$ cat src/design/scrvr_pkg.sv
// Package for the command-cell interpreter: cell layout, command codes,
// reset values and reset pulse timing.
// Assumes a 20 MHz system clock and 53-byte cells carried one byte a beat.
`default_nettype none
package scrvr_pkg;

   // ----------------------------------------------------------------
   // Cell layout
   // ----------------------------------------------------------------
   localparam int         CELL_BYTES   = 53;
   localparam logic [5:0] CELL_LAST    = 6'h34;  // Index of byte 52
   localparam logic [5:0] IDX_VCI_HI   = 6'h01;  // VCI[15:12] in bits 3:0
   localparam logic [5:0] IDX_VCI_MID  = 6'h02;  // VCI[11:4]
   localparam logic [5:0] IDX_VCI_LO   = 6'h03;  // VCI[3:0] in bits 7:4
   localparam logic [5:0] IDX_CMD      = 6'h05;  // First payload byte: command
   localparam logic [5:0] IDX_SUB      = 6'h06;  // Sub-command
   localparam logic [5:0] IDX_FIRST_PAYLOAD_BYTE    = 6'h08;  // first_payload_byte of data

   // ----------------------------------------------------------------
   // Command byte fields and codes
   // ----------------------------------------------------------------
   localparam int         CMD_ACK_BIT  = 7;
   localparam logic [2:0] CMD_CTRL_RST = 3'h3;
   localparam logic [2:0] CMD_GLOBAL   = 3'h4;
   localparam logic [2:0] CMD_PORT_RST = 3'h5;
   localparam logic [2:0] CMD_REVISION = 3'h6;
   localparam logic [2:0] CMD_SET_VCI  = 3'h7;

   // ----------------------------------------------------------------
   // Reset values
   // ----------------------------------------------------------------
   localparam logic [7:0] VCI_RESET    = 8'h10;
   localparam logic [7:0] MASK_RESET   = 8'h00;

   // ----------------------------------------------------------------
   // Reset pulse timing (least time, rounded up)
   // ----------------------------------------------------------------
   localparam int         CLK_PERIOD_NS   = 50;
   localparam int         RESET_PULSE_NS  = 1000;
   localparam int         RESET_PULSE_CYC = (RESET_PULSE_NS + CLK_PERIOD_NS - 1) / CLK_PERIOD_NS;
   localparam logic [4:0] RESET_PULSE_LD  = 5'(RESET_PULSE_CYC);
   localparam logic [4:0] RST_CNT_ZERO    = 5'h00;

   // ----------------------------------------------------------------
   // Cell engine states
   // ----------------------------------------------------------------
   typedef enum logic [1:0] {
      ST_RECV = 2'b00,
      ST_EXEC = 2'b01,
      ST_SEND = 2'b10
   } scrvr_state_t;

endpackage
`default_nettype wire

$ cat src/design/scrvr_stream_if.sv
// Byte stream carrier between the cell engine and the output buffer.
// Assumes both ends sit on the same clock.
`timescale 1ns/1ns
`default_nettype none
interface scrvr_stream_if;
   logic       valid;
   logic       ready;
   logic       soc;
   logic [7:0] data;

   modport src (output valid, output soc, output data, input ready);
   modport snk (input valid, input soc, input data, output ready);
endinterface
`default_nettype wire

$ cat src/design/scrvr_buf2.sv
// Two-entry buffer on the outgoing cell stream.
// Assumes one clock and a synchronous active-high reset.
`timescale 1ns/1ns
`default_nettype none
module scrvr_buf2 (
   // Clock and reset
   input  wire logic       clk,
   input  wire logic       rst,
   // Filling side
   scrvr_stream_if.snk     up,
   // Draining side
   output logic            dn_valid,
   output logic            dn_soc,
   output logic [7:0]      dn_data,
   input  wire logic       dn_ready
);
   import scrvr_pkg::*;

   logic [8:0] mem_reg  [0:1];
   logic [8:0] mem_next [0:1];
   logic       wr_ptr_reg, wr_ptr_next;
   logic       rd_ptr_reg, rd_ptr_next;
   logic [1:0] cnt_reg, cnt_next;
   logic       push, pop;

   // Full refuses the writer, so a stalled receiver loses no byte
   assign up.ready = (cnt_reg != 2'h2);
   assign dn_valid = (cnt_reg != 2'h0);
   assign dn_soc   = mem_reg[rd_ptr_reg][8];
   assign dn_data  = mem_reg[rd_ptr_reg][7:0];
   assign push     = up.valid & up.ready;
   assign pop      = dn_valid & dn_ready;

   // Per-entry storage
   genvar e;
   generate
      for (e = 0; e < 2; e++) begin : g_entry
         always_comb begin
            mem_next[e] = mem_reg[e];
            if (push && (wr_ptr_reg == 1'(e))) begin
               mem_next[e] = {up.soc, up.data};
            end
         end
         always_ff @(posedge clk) begin
            if (rst) begin
               mem_reg[e] <= 9'h000;
            end else begin
               mem_reg[e] <= mem_next[e];
            end
         end
      end
   endgenerate

   // Pointers and fill count
   always_comb begin
      wr_ptr_next = push ? ~wr_ptr_reg : wr_ptr_reg;
      rd_ptr_next = pop ? ~rd_ptr_reg : rd_ptr_reg;
      cnt_next    = cnt_reg;
      if (push && !pop) begin
         cnt_next = cnt_reg + 2'h1;
      end else if (pop && !push) begin
         cnt_next = cnt_reg - 2'h1;
      end
   end

   always_ff @(posedge clk) begin
      if (rst) begin
         wr_ptr_reg <= 1'b0;
         rd_ptr_reg <= 1'b0;
         cnt_reg    <= 2'h0;
      end else begin
         wr_ptr_reg <= wr_ptr_next;
         rd_ptr_reg <= rd_ptr_next;
         cnt_reg    <= cnt_next;
      end
   end
endmodule
`default_nettype wire

$ cat src/design/scrvr_core.sv
// Command-cell interpreter: revision query, control VCI change and the
// switch reset outputs, on a store-and-forward byte stream of cells.
// Assumes the cell stream is on CLK and the manual reset is an async pin.
`timescale 1ns/1ns
`default_nettype none
module scrvr_core #(
   parameter logic [3:0] REV_MAJOR = 4'h1,  // Arbitrary value
   parameter logic [3:0] REV_MINOR = 4'h0   // Arbitrary value
) (
   // Clock and reset
   input  wire logic       CLK,
   input  wire logic       RST,
   // Incoming cell stream
   input  wire logic       IN_VALID,
   input  wire logic       IN_SOC,
   input  wire logic [7:0] IN_DATA,
   output logic            IN_READY,
   // Outgoing cell stream
   output logic            OUT_VALID,
   output logic            OUT_SOC,
   output logic [7:0]      OUT_DATA,
   input  wire logic       OUT_READY,
   // Manual reset button, active low
   input  wire logic       MANUAL_RESET_N,
   // Reset outputs
   output logic            SWITCH_WIDE_RESET_OUT,
   output logic            CONTROLLER_RESET_OUT,
   output logic [7:0]      PORT_RESET_OUT
);
   import scrvr_pkg::*;

   // ----------------------------------------------------------------
   // Declarations
   // ----------------------------------------------------------------
   scrvr_stream_if tx ();

   logic [7:0]   cell_mem [0:CELL_BYTES-1];
   scrvr_state_t state_reg, state_next;
   logic [5:0]   rx_idx_reg, rx_idx_next;
   logic [5:0]   tx_idx_reg, tx_idx_next;
   logic         rev_reg, rev_next;
   logic [7:0]   vci_reg, vci_next;
   logic [4:0]   glob_cnt_reg, glob_cnt_next;
   logic [4:0]   ctrl_cnt_reg, ctrl_cnt_next;
   logic [4:0]   port_cnt_reg, port_cnt_next;
   logic [7:0]   mask_reg, mask_next;
   logic         wide_out_reg, ctrl_out_reg;
   logic [7:0]   port_out_reg;
   logic         man_meta_n_reg, man_sync_n_reg;
   logic         rx_take, rx_store;
   logic [5:0]   rx_addr;
   logic [15:0]  cell_vci;
   logic         is_ctrl_cell;
   logic [7:0]   cmd_byte;
   logic [2:0]   cmd_code;
   logic         do_glob, do_ctrl, do_port;

   // ----------------------------------------------------------------
   // Manual reset synchroniser
   // ----------------------------------------------------------------
   // Two flops on the raw pin, reset to its idle high level so that no
   // false press follows reset; only the second flop is read by logic
   always_ff @(posedge CLK) begin
      if (RST) begin
         man_meta_n_reg <= 1'b1;
         man_sync_n_reg <= 1'b1;
      end else begin
         man_meta_n_reg <= MANUAL_RESET_N;
         man_sync_n_reg <= man_meta_n_reg;
      end
   end

   // ----------------------------------------------------------------
   // Cell receive store
   // ----------------------------------------------------------------
   // Start of cell restarts the index, so a short cell cannot misalign
   // the next one; stray bytes outside a cell are dropped
   assign IN_READY = (state_reg == ST_RECV);
   assign rx_take  = IN_VALID & IN_READY;
   assign rx_store = rx_take & (IN_SOC | (rx_idx_reg != 6'h00));
   assign rx_addr  = IN_SOC ? 6'h00 : rx_idx_reg;

   always_ff @(posedge CLK) begin
      if (rx_store) begin
         cell_mem[rx_addr] <= IN_DATA;
      end
   end

   // ----------------------------------------------------------------
   // Cell decode
   // ----------------------------------------------------------------
   assign cell_vci = {cell_mem[IDX_VCI_HI][3:0], cell_mem[IDX_VCI_MID], cell_mem[IDX_VCI_LO][7:4]};
   assign is_ctrl_cell = (cell_vci == {8'h00, vci_reg});
   assign cmd_byte = cell_mem[IDX_CMD];
   assign cmd_code = cmd_byte[2:0];
   assign do_glob  = (state_reg == ST_EXEC) && is_ctrl_cell && (cmd_code == CMD_GLOBAL);
   assign do_ctrl  = (state_reg == ST_EXEC) && is_ctrl_cell && (cmd_code == CMD_CTRL_RST);
   assign do_port  = (state_reg == ST_EXEC) && is_ctrl_cell && (cmd_code == CMD_PORT_RST);

   // ----------------------------------------------------------------
   // Cell engine
   // ----------------------------------------------------------------
   // One cell at a time: the input stalls while a cell is executed or
   // sent, trading throughput for a single cell store
   always_comb begin
      state_next  = state_reg;
      rx_idx_next = rx_idx_reg;
      tx_idx_next = tx_idx_reg;
      rev_next    = rev_reg;
      vci_next    = vci_reg;
      case (state_reg)
         ST_RECV: begin
            if (rx_store) begin
               rx_idx_next = rx_addr + 6'h01;
               if (rx_addr == CELL_LAST) begin
                  rx_idx_next = 6'h00;
                  state_next  = ST_EXEC;
               end
            end
         end
         ST_EXEC: begin
            tx_idx_next = 6'h00;
            rev_next    = 1'b0;
            if (!is_ctrl_cell) begin
               state_next = ST_SEND;  // Traffic cell passes through
            end else begin
               if (cmd_code == CMD_SET_VCI) begin
                  vci_next = cell_mem[IDX_SUB];
               end
               if (cmd_code == CMD_REVISION) begin
                  rev_next   = 1'b1;
                  state_next = ST_SEND;
               end else if (cmd_byte[CMD_ACK_BIT]) begin
                  state_next = ST_SEND;
               end else begin
                  state_next = ST_RECV;
               end
            end
         end
         ST_SEND: begin
            if (tx.ready) begin
               tx_idx_next = tx_idx_reg + 6'h01;
               if (tx_idx_reg == CELL_LAST) begin
                  state_next = ST_RECV;
               end
            end
         end
         default: begin
            state_next = ST_RECV;
         end
      endcase
   end

   always_ff @(posedge CLK) begin
      if (RST) begin
         state_reg  <= ST_RECV;
         rx_idx_reg <= 6'h00;
         tx_idx_reg <= 6'h00;
         rev_reg    <= 1'b0;
         vci_reg    <= VCI_RESET;
      end else begin
         state_reg  <= state_next;
         rx_idx_reg <= rx_idx_next;
         tx_idx_reg <= tx_idx_next;
         rev_reg    <= rev_next;
         vci_reg    <= vci_next;
      end
   end

   // ----------------------------------------------------------------
   // Outgoing cell source
   // ----------------------------------------------------------------
   // reply into stream
   assign tx.valid = (state_reg == ST_SEND);
   assign tx.soc   = (tx_idx_reg == 6'h00);
   // packed version byte; other data bytes echo the request
   assign tx.data  = (rev_reg && (tx_idx_reg == IDX_FIRST_PAYLOAD_BYTE)) ? {REV_MAJOR, REV_MINOR} : cell_mem[tx_idx_reg];

   // Two-entry buffer absorbs a receiver stall
   scrvr_buf2 u_buf (
      .clk      (CLK),
      .rst      (RST),
      .up       (tx.snk),
      .dn_valid (OUT_VALID),
      .dn_soc   (OUT_SOC),
      .dn_data  (OUT_DATA),
      .dn_ready (OUT_READY)
   );

   // ----------------------------------------------------------------
   // Reset pulse generators
   // ----------------------------------------------------------------
   // A new trigger reloads the full width, so back-to-back commands
   // stretch the pulse rather than shortening it
   always_comb begin
      glob_cnt_next = (glob_cnt_reg != RST_CNT_ZERO) ? glob_cnt_reg - 5'h01 : RST_CNT_ZERO;
      ctrl_cnt_next = (ctrl_cnt_reg != RST_CNT_ZERO) ? ctrl_cnt_reg - 5'h01 : RST_CNT_ZERO;
      port_cnt_next = (port_cnt_reg != RST_CNT_ZERO) ? port_cnt_reg - 5'h01 : RST_CNT_ZERO;
      mask_next     = mask_reg;
      if (!man_sync_n_reg || do_glob) begin
         glob_cnt_next = RESET_PULSE_LD;
      end
      if (do_ctrl) begin
         ctrl_cnt_next = RESET_PULSE_LD;
      end
      if (do_port) begin
         port_cnt_next = RESET_PULSE_LD;
         mask_next     = cell_mem[IDX_SUB];
      end
   end

   always_ff @(posedge CLK) begin
      if (RST) begin
         glob_cnt_reg <= RESET_PULSE_LD;  // Power-up resets the switch
         ctrl_cnt_reg <= RST_CNT_ZERO;
         port_cnt_reg <= RST_CNT_ZERO;
         mask_reg     <= MASK_RESET;
      end else begin
         glob_cnt_reg <= glob_cnt_next;
         ctrl_cnt_reg <= ctrl_cnt_next;
         port_cnt_reg <= port_cnt_next;
         mask_reg     <= mask_next;
      end
   end

   // ----------------------------------------------------------------
   // Reset output registers
   // ----------------------------------------------------------------
   // sole reset source; output mapping
   always_ff @(posedge CLK) begin
      if (RST) begin
         wide_out_reg <= 1'b1;
         ctrl_out_reg <= 1'b1;
         port_out_reg <= 8'h00;
      end else begin
         wide_out_reg <= (glob_cnt_next != RST_CNT_ZERO);
         ctrl_out_reg <= (glob_cnt_next != RST_CNT_ZERO) || (ctrl_cnt_next != RST_CNT_ZERO);
         port_out_reg <= (port_cnt_next != RST_CNT_ZERO) ? mask_next : 8'h00;
      end
   end

   assign SWITCH_WIDE_RESET_OUT = wide_out_reg;
   assign CONTROLLER_RESET_OUT  = ctrl_out_reg;
   assign PORT_RESET_OUT        = port_out_reg;
endmodule
`default_nettype wire

$ cat config.mk
export PLATFORM = sky130hd
export DESIGN_NAME = scrvr_core
export DESIGN_NICKNAME = d
export VERILOG_FILES = /design/src/design/scrvr_pkg.sv /design/src/design/scrvr_stream_if.sv /design/src/design/scrvr_buf2.sv /design/src/design/scrvr_core.sv
export SDC_FILE = /design/constraint.sdc
export NUM_CORES = 1
export LEC_CHECK = 0
export BUFFER_PORTS_ARGS = -buffer_cell sky130_fd_sc_hd__buf_2
export CORE_ASPECT_RATIO = 0.7
export CORE_MARGIN = 5
export CORE_UTILIZATION = 45
export CTS_BUF_LIST = sky130_fd_sc_hd__clkbuf_16
export CTS_CLUSTER_DIAMETER = 150
export DETAILED_ROUTE_END_ITERATION = 8
export PLACE_DENSITY = 0.57
export SYNTH_ARGS = -nofsm -noshare
export SYNTH_HDL_FRONTEND = slang
export SYNTH_SLANG_ARGS = --single-unit
$ cat constraint.sdc
create_clock -name CLK -period 6.85 [get_ports CLK]
set_input_delay 0.3425 -clock CLK [delete_from_list [all_inputs] [get_ports CLK]]
set_output_delay 0.3425 -clock CLK [all_outputs]
set_load 0.03 [all_outputs]
---- After elaboration in Yosys (flattened, before gate mapping) ----
Memory sizes are Yosys's and may differ from the RTL's. A register that Yosys moved wholly into a read port is not among the register bits.
Index checks and enable logic that the tools add are counted.
word-level totals
  register bits after elaboration ......... 62
  bits in writable memories ............... 442
  bits of input ports ..................... 14
  output and inout bits ................... 21
  logic and storage cells ................. 124
  memories ................................ 2
operators by class
  $add $sub $neg .......................... 7
  equality and inequality tests ........... 18
  multiplexer cells ....................... 37
  bitwise logic cells ..................... 10
  reduce and logical (&&, ||, !) cells .... 33
memories
  memory         depth  width  rd ports  clocked after memory_dff  wr ports  line              source
  cell_mem       53     8      6         1                         1         scrvr_core.sv:37  logic [7:0] cell_mem [0:CELL_BYTES-1];
  u_buf.mem_reg  2      9      1         1                         2         scrvr_buf2.sv:19  logic [8:0] mem_reg [0:1];
operator list
  kind                                                   count
  two-way mux 9 bit                                      4
  two-way mux 5 bit                                      6
  two-way mux 6 bit                                      5
  nonzero test 5 bit                                     6
  two-way mux 2 bit                                      9
  == test 16 x 8 -> 1 bit                                1
  two-way mux 8 bit                                      2
  subtractor 5 x 1 -> 5 bit, second input constant       3
  adder 6 x 1 -> 6 bit, second input constant            2
  == test 3 bit, second input constant                   4
  == test 6 bit, second input constant                   2
  one-hot mux 6 bit (2 select lines)                     1
  logical AND 1 bit                                      9
  two-way mux 1 bit                                      9
  AND reduction 2 bit                                    4
  == test 6 x 4 -> 1 bit, second input constant          1
  logical NOT 6 bit                                      1
  inequality test 2 bit, second input constant           3
  one-hot mux 2 bit (3 select lines)                     1
  nonzero test 2 bit                                     3
  nonzero test 6 bit                                     1
  AND 1 bit                                              4
  inequality test 2 x 1 -> 1 bit, second input constant  2
  AND reduction 4 bit                                    1
  13 further kinds                                       21

---- Logic depth before layout (Yosys ltp) ----
  depth in word-level cells ............... 7
  depth in mapped cells ................... 8
  mapped depth without buffers ............ 7

---- Modules after synthesis ----
From an unflattened synthesis, not the netlist that was laid out.
second synthesis, totals
  cell total of the unflattened synthesis .. 1,196
  area, all modules ....................... 21,265.4 um^2
modules (own cells, without submodules)
  module      instances  cells an instance  area an instance (um^2)  seq. area each (um^2)
  scrvr_core  1          1,114              20,236.9                 14,734.1
  scrvr_buf2  1          82                 1,028.5                  640.6

---- Worst setup path after synthesis ----
No wires, ideal clock.
  kind .................................... flip-flop to flip-flop
  from .................................... register state_reg[0]
  to ...................................... memory cell_mem[10][0], enable pin
  library setup time ...................... 395 ps
  arrival ................................. 1,909 ps
  data required time ...................... 6,455 ps
  path slack .............................. 4,546 ps
  stages on the path, launching flop included .. 4
  buffers on the path ..................... 0
  period minus slack after synthesis ...... 2,304 ps
  cells stage by stage .................... dfxtp_1 nor3b_1 nand3_1 nor4_1
between the ends
  cells in the longest elaborated chain, start to end .. 5
ends and longest elaborated chain
  item                                     line               source
  start, declared                          scrvr_core.sv:38   scrvr_state_t state_reg, state_next;
  start signal, assigned                   scrvr_core.sv:162  state_reg <= state_next;
  logical NOT 2 bit                        scrvr_core.sv:78   assign IN_READY = (state_reg == ST_RECV);
  AND 1 bit                                scrvr_core.sv:79   assign rx_take = IN_VALID & IN_READY;
  AND 1 bit                                scrvr_core.sv:80   assign rx_store = rx_take & (IN_SOC | (rx_idx_reg != 6'h00));
  two-way mux 1 bit                        scrvr_core.sv:84   if (rx_store) begin
  two-way mux 1 bit (not written as such)  scrvr_core.sv:85   cell_mem[rx_addr] <= IN_DATA;
  end, declared                            scrvr_core.sv:37
No other way between the ends.

==> impl_metrics.tcl <==
set metrics [dict create \
    grt_max_degree 57 \
    final_cells 1990 \
    startpoint_type "register" \
    viasPerCell 6.04 \
    status "finished clean" \
    cts_max_level 2 \
    synthSimpleGateAreaFrac_pct 8.25 \
    path_cells "buf_4, mux4_2, nor2_1, nor3_1, o41ai_1, a21oi_1" \
    synth_edf_count 466 \
    crit_required_ns 7.15 \
    cts_tree "done" \
    antenna_found_initial 0 \
    dieArea_um2 52100 \
    start_util_pct 45.8 \
    largest_reg_flops 448 \
    grt_overflow 0 \
    relSlewSlack_pct 13.6 \
    globalplace.congestion 0.908 \
    grt_pass1_wl_mm 80.8 \
    syn_nets 1322 \
    n_antenna_cell 0 \
    p_leak_nw 7.50 \
    skew_ns 0.0291 \
    drc 0 \
    cts_resized 0 \
    synth_top_family_by_area "multiplexers" \
    yosysSeqAreaShare_pct 71.8 \
    clock-sinks 535 \
    ctsLongestPathBuffers 3 \
    clk_latency_ns 0.59 \
    hold_buffers 1 \
    post-route-period-util_pct 49.1 \
    critPathTopFamily "compound AO/OA/AOI/OAI gates" \
    cts-buffers-inserted 50 \
    cap_violations 0 \
    cts_setup_buffers 0 \
    grt_pass1_vias 11500 \
    ant_nets 0 \
    area_growth_pct 11.7 \
    final_hold_viol_count 0 \
    core_um2 46700 \
    rows 66 \
    syn_area_per_cell_um2 16.5 \
    max_stage_delay_ns 0.73 \
    fp.dieW_um 271 \
    route.vias.total 12000 \
    synthAdderAreaFrac_pct 0.642 \
    syn-instance-count 1297 \
    crit_path_end_kind "register" \
    peakVddDrop_mv 0.176 \
    drtIter0Drc 1406 \
    synth_compound_area_share_pct 4.28 \
    io_pins 35 \
    synthMuxAreaShare_pct 12.6 \
    async_flop_share_pct 0 \
    worst-path-buf-inv 1 \
    tightestPinTransition_ns 1.30 \
    yosys.area_share.xor_xnor_pct 0.736 \
    rsz0062_at_grt "false" \
    root_buffer "clkbuf_16" \
    crit_fanout 33 \
    p_per_area_nw_per_um2 284 \
    finalSetupTns_ns 0 \
    cpMaxStageDelayCell "dfxtp_4" \
    drt_pre_antenna_iters 6 \
    synth_area_um2 21400 \
    track_usage_pct 21.2 \
    path_clk_slew_ns 0.07 \
    finalCriticalPeriod_ns 3.36 \
    wl_per_cell_um 28.0 \
    slew_viol_final 0 \
    synth.distinct_cells 72 \
    dp.cells 1896 \
    synth_warnings 0 \
    io_buffers 34 \
    timing.setup.critical_path_class "register to register" \
    wl_mm 55.8 \
    final_nets 1362 \
    die_h_um 193 \
    ys.flop_type "edfxtp_1" \
    worstPathArrival_ns 3.67 \
    dp_hpwl_mm 36.1 \
    final_layout_size_suffix_gt1_share_pct 19.4 \
    max_freq_mhz 297 \
    synth_seq_cells 535 \
    setup_viol 0 \
    worst_hold_path_type "input port to register" \
]
-- area by class of cell --
cell class / instances / area [um2]
clock buffers: 53 / 1330
inverters: 17 / 63.8
multi-input cells: 680 / 5700
well taps: 612 / 766
flip-flops and latches: 535 / 15400
repair buffers: 53 / 315
clock inverters: 40 / 384
fillers: 3816 / 22800
-- report_power, final --
part	internal (mW)	switching, mW	total, mW	leakage [nW]
logic	0.106	0.192	0.298	1.87
registers	3.58	0.0275	3.60	4.76
clock network	1.69	1.20	2.89	0.866
total	5.38	1.42	6.80	7.50
-- worst paths after layout --
check | start | endpoint | slack, ns | cells past startpoint
setup / recovery | register | u_buf.mem_reg[0][4] | 3.49 | 6
hold / removal | OUT_READY | u_buf.rd_ptr_reg | 0.15 | 4
setup reg to reg | register | u_buf.mem_reg[0][4] | 3.49 | 6
hold reg to reg | man_meta_n_reg | man_sync_n_reg | 0.41 | 1
-- synthesized netlist by cell type (all sizes together), types with 21 or more instances --
cell type  instances  area share [%]
buf               36            0.89
clkbuf            29            0.51
dfxtp             69             6.4
edfxtp           466              65
mux2              51             2.7
mux2i             62             2.9
mux4              67             7.1
nand2             47            0.82
nand3             34            0.79
nor2             124             2.2
nor2b             23            0.67
nor3              24            0.56
nor4              21            0.78
-- metal layers --
metal | track usage, % | wire length, um | part of all wire [%] | vias up
met5 | 0 | 0 | 0 | -
li1 | - | - | - | 5185
met2 | 27.6 | 21900 | 39 | 526
met3 | 6.85 | 6030 | 11 | 72
met4 | 4.43 | 984 | 1.8 | 0
met1 | 34.4 | 26800 | 48 | 6232
-- per-stage QoR --
step                      power [mW]  hold slack (ns)  setup WS [ns]  util (%)  instance area (um2)
after detailed placement        3.97            0.399           3.44      47.5                22200
after CTS                       6.83            0.141           3.43      51.2                23900
after global routing            7.02            0.195           3.10      51.2                23900
final                           6.80            0.153           3.49      51.2                23900
after global placement          3.96            0.392           3.42      47.5                22200
after floorplan                 3.86            0.389           4.55         -                21400
-- kinds of logic (layout without fill, tap and decap cells) --
logic type	Yosys count	in the layout
buf+inv	82	163
xor+xnor	18	18
compound gates	124	124
fa+ha+maj	11	11
simple gates	347	347
flops	535	535
mux	180	180
-- worst register-to-register path, delay by kind of cell (launching register included) --
kind | cells | cell delay, ns
AOI/OAI and AO/OA | 2 | 0.84
DFF | 1 | 0.73
buffers and inverters | 1 | 0.66
muxes | 1 | 0.61
and+or+nand+nor | 2 | 0.26
-- cell usage in the layout (no fill, tap or decap), types with 7 or more instances in the layout --
master     instances
a211oi_1           8
a21oi_1           19
a221oi_1          10
a22o_1             9
a22oi_1           10
a31oi_1            7
buf_2             34
buf_4             18
bufinv_16          8
clkbuf_16         53
clkinv_1          11
clkinv_2           9
dfxtp_1           66
edfxtp_1         466
ha_1              11
inv_1             24
mux2_2            51
mux2i_1           62
mux4_2            66
nand2_1           47
nand2b_1          14
nand3_1           34
nand3b_1          11
nand4_1           12
nor2_1           124
nor2b_1           23
nor3_1            22
nor4_1            18
o211ai_1           7
o22ai_1            9
or2_2              8
xnor2_1           13
No activity file was read; power rests on OpenSTA's default activity.
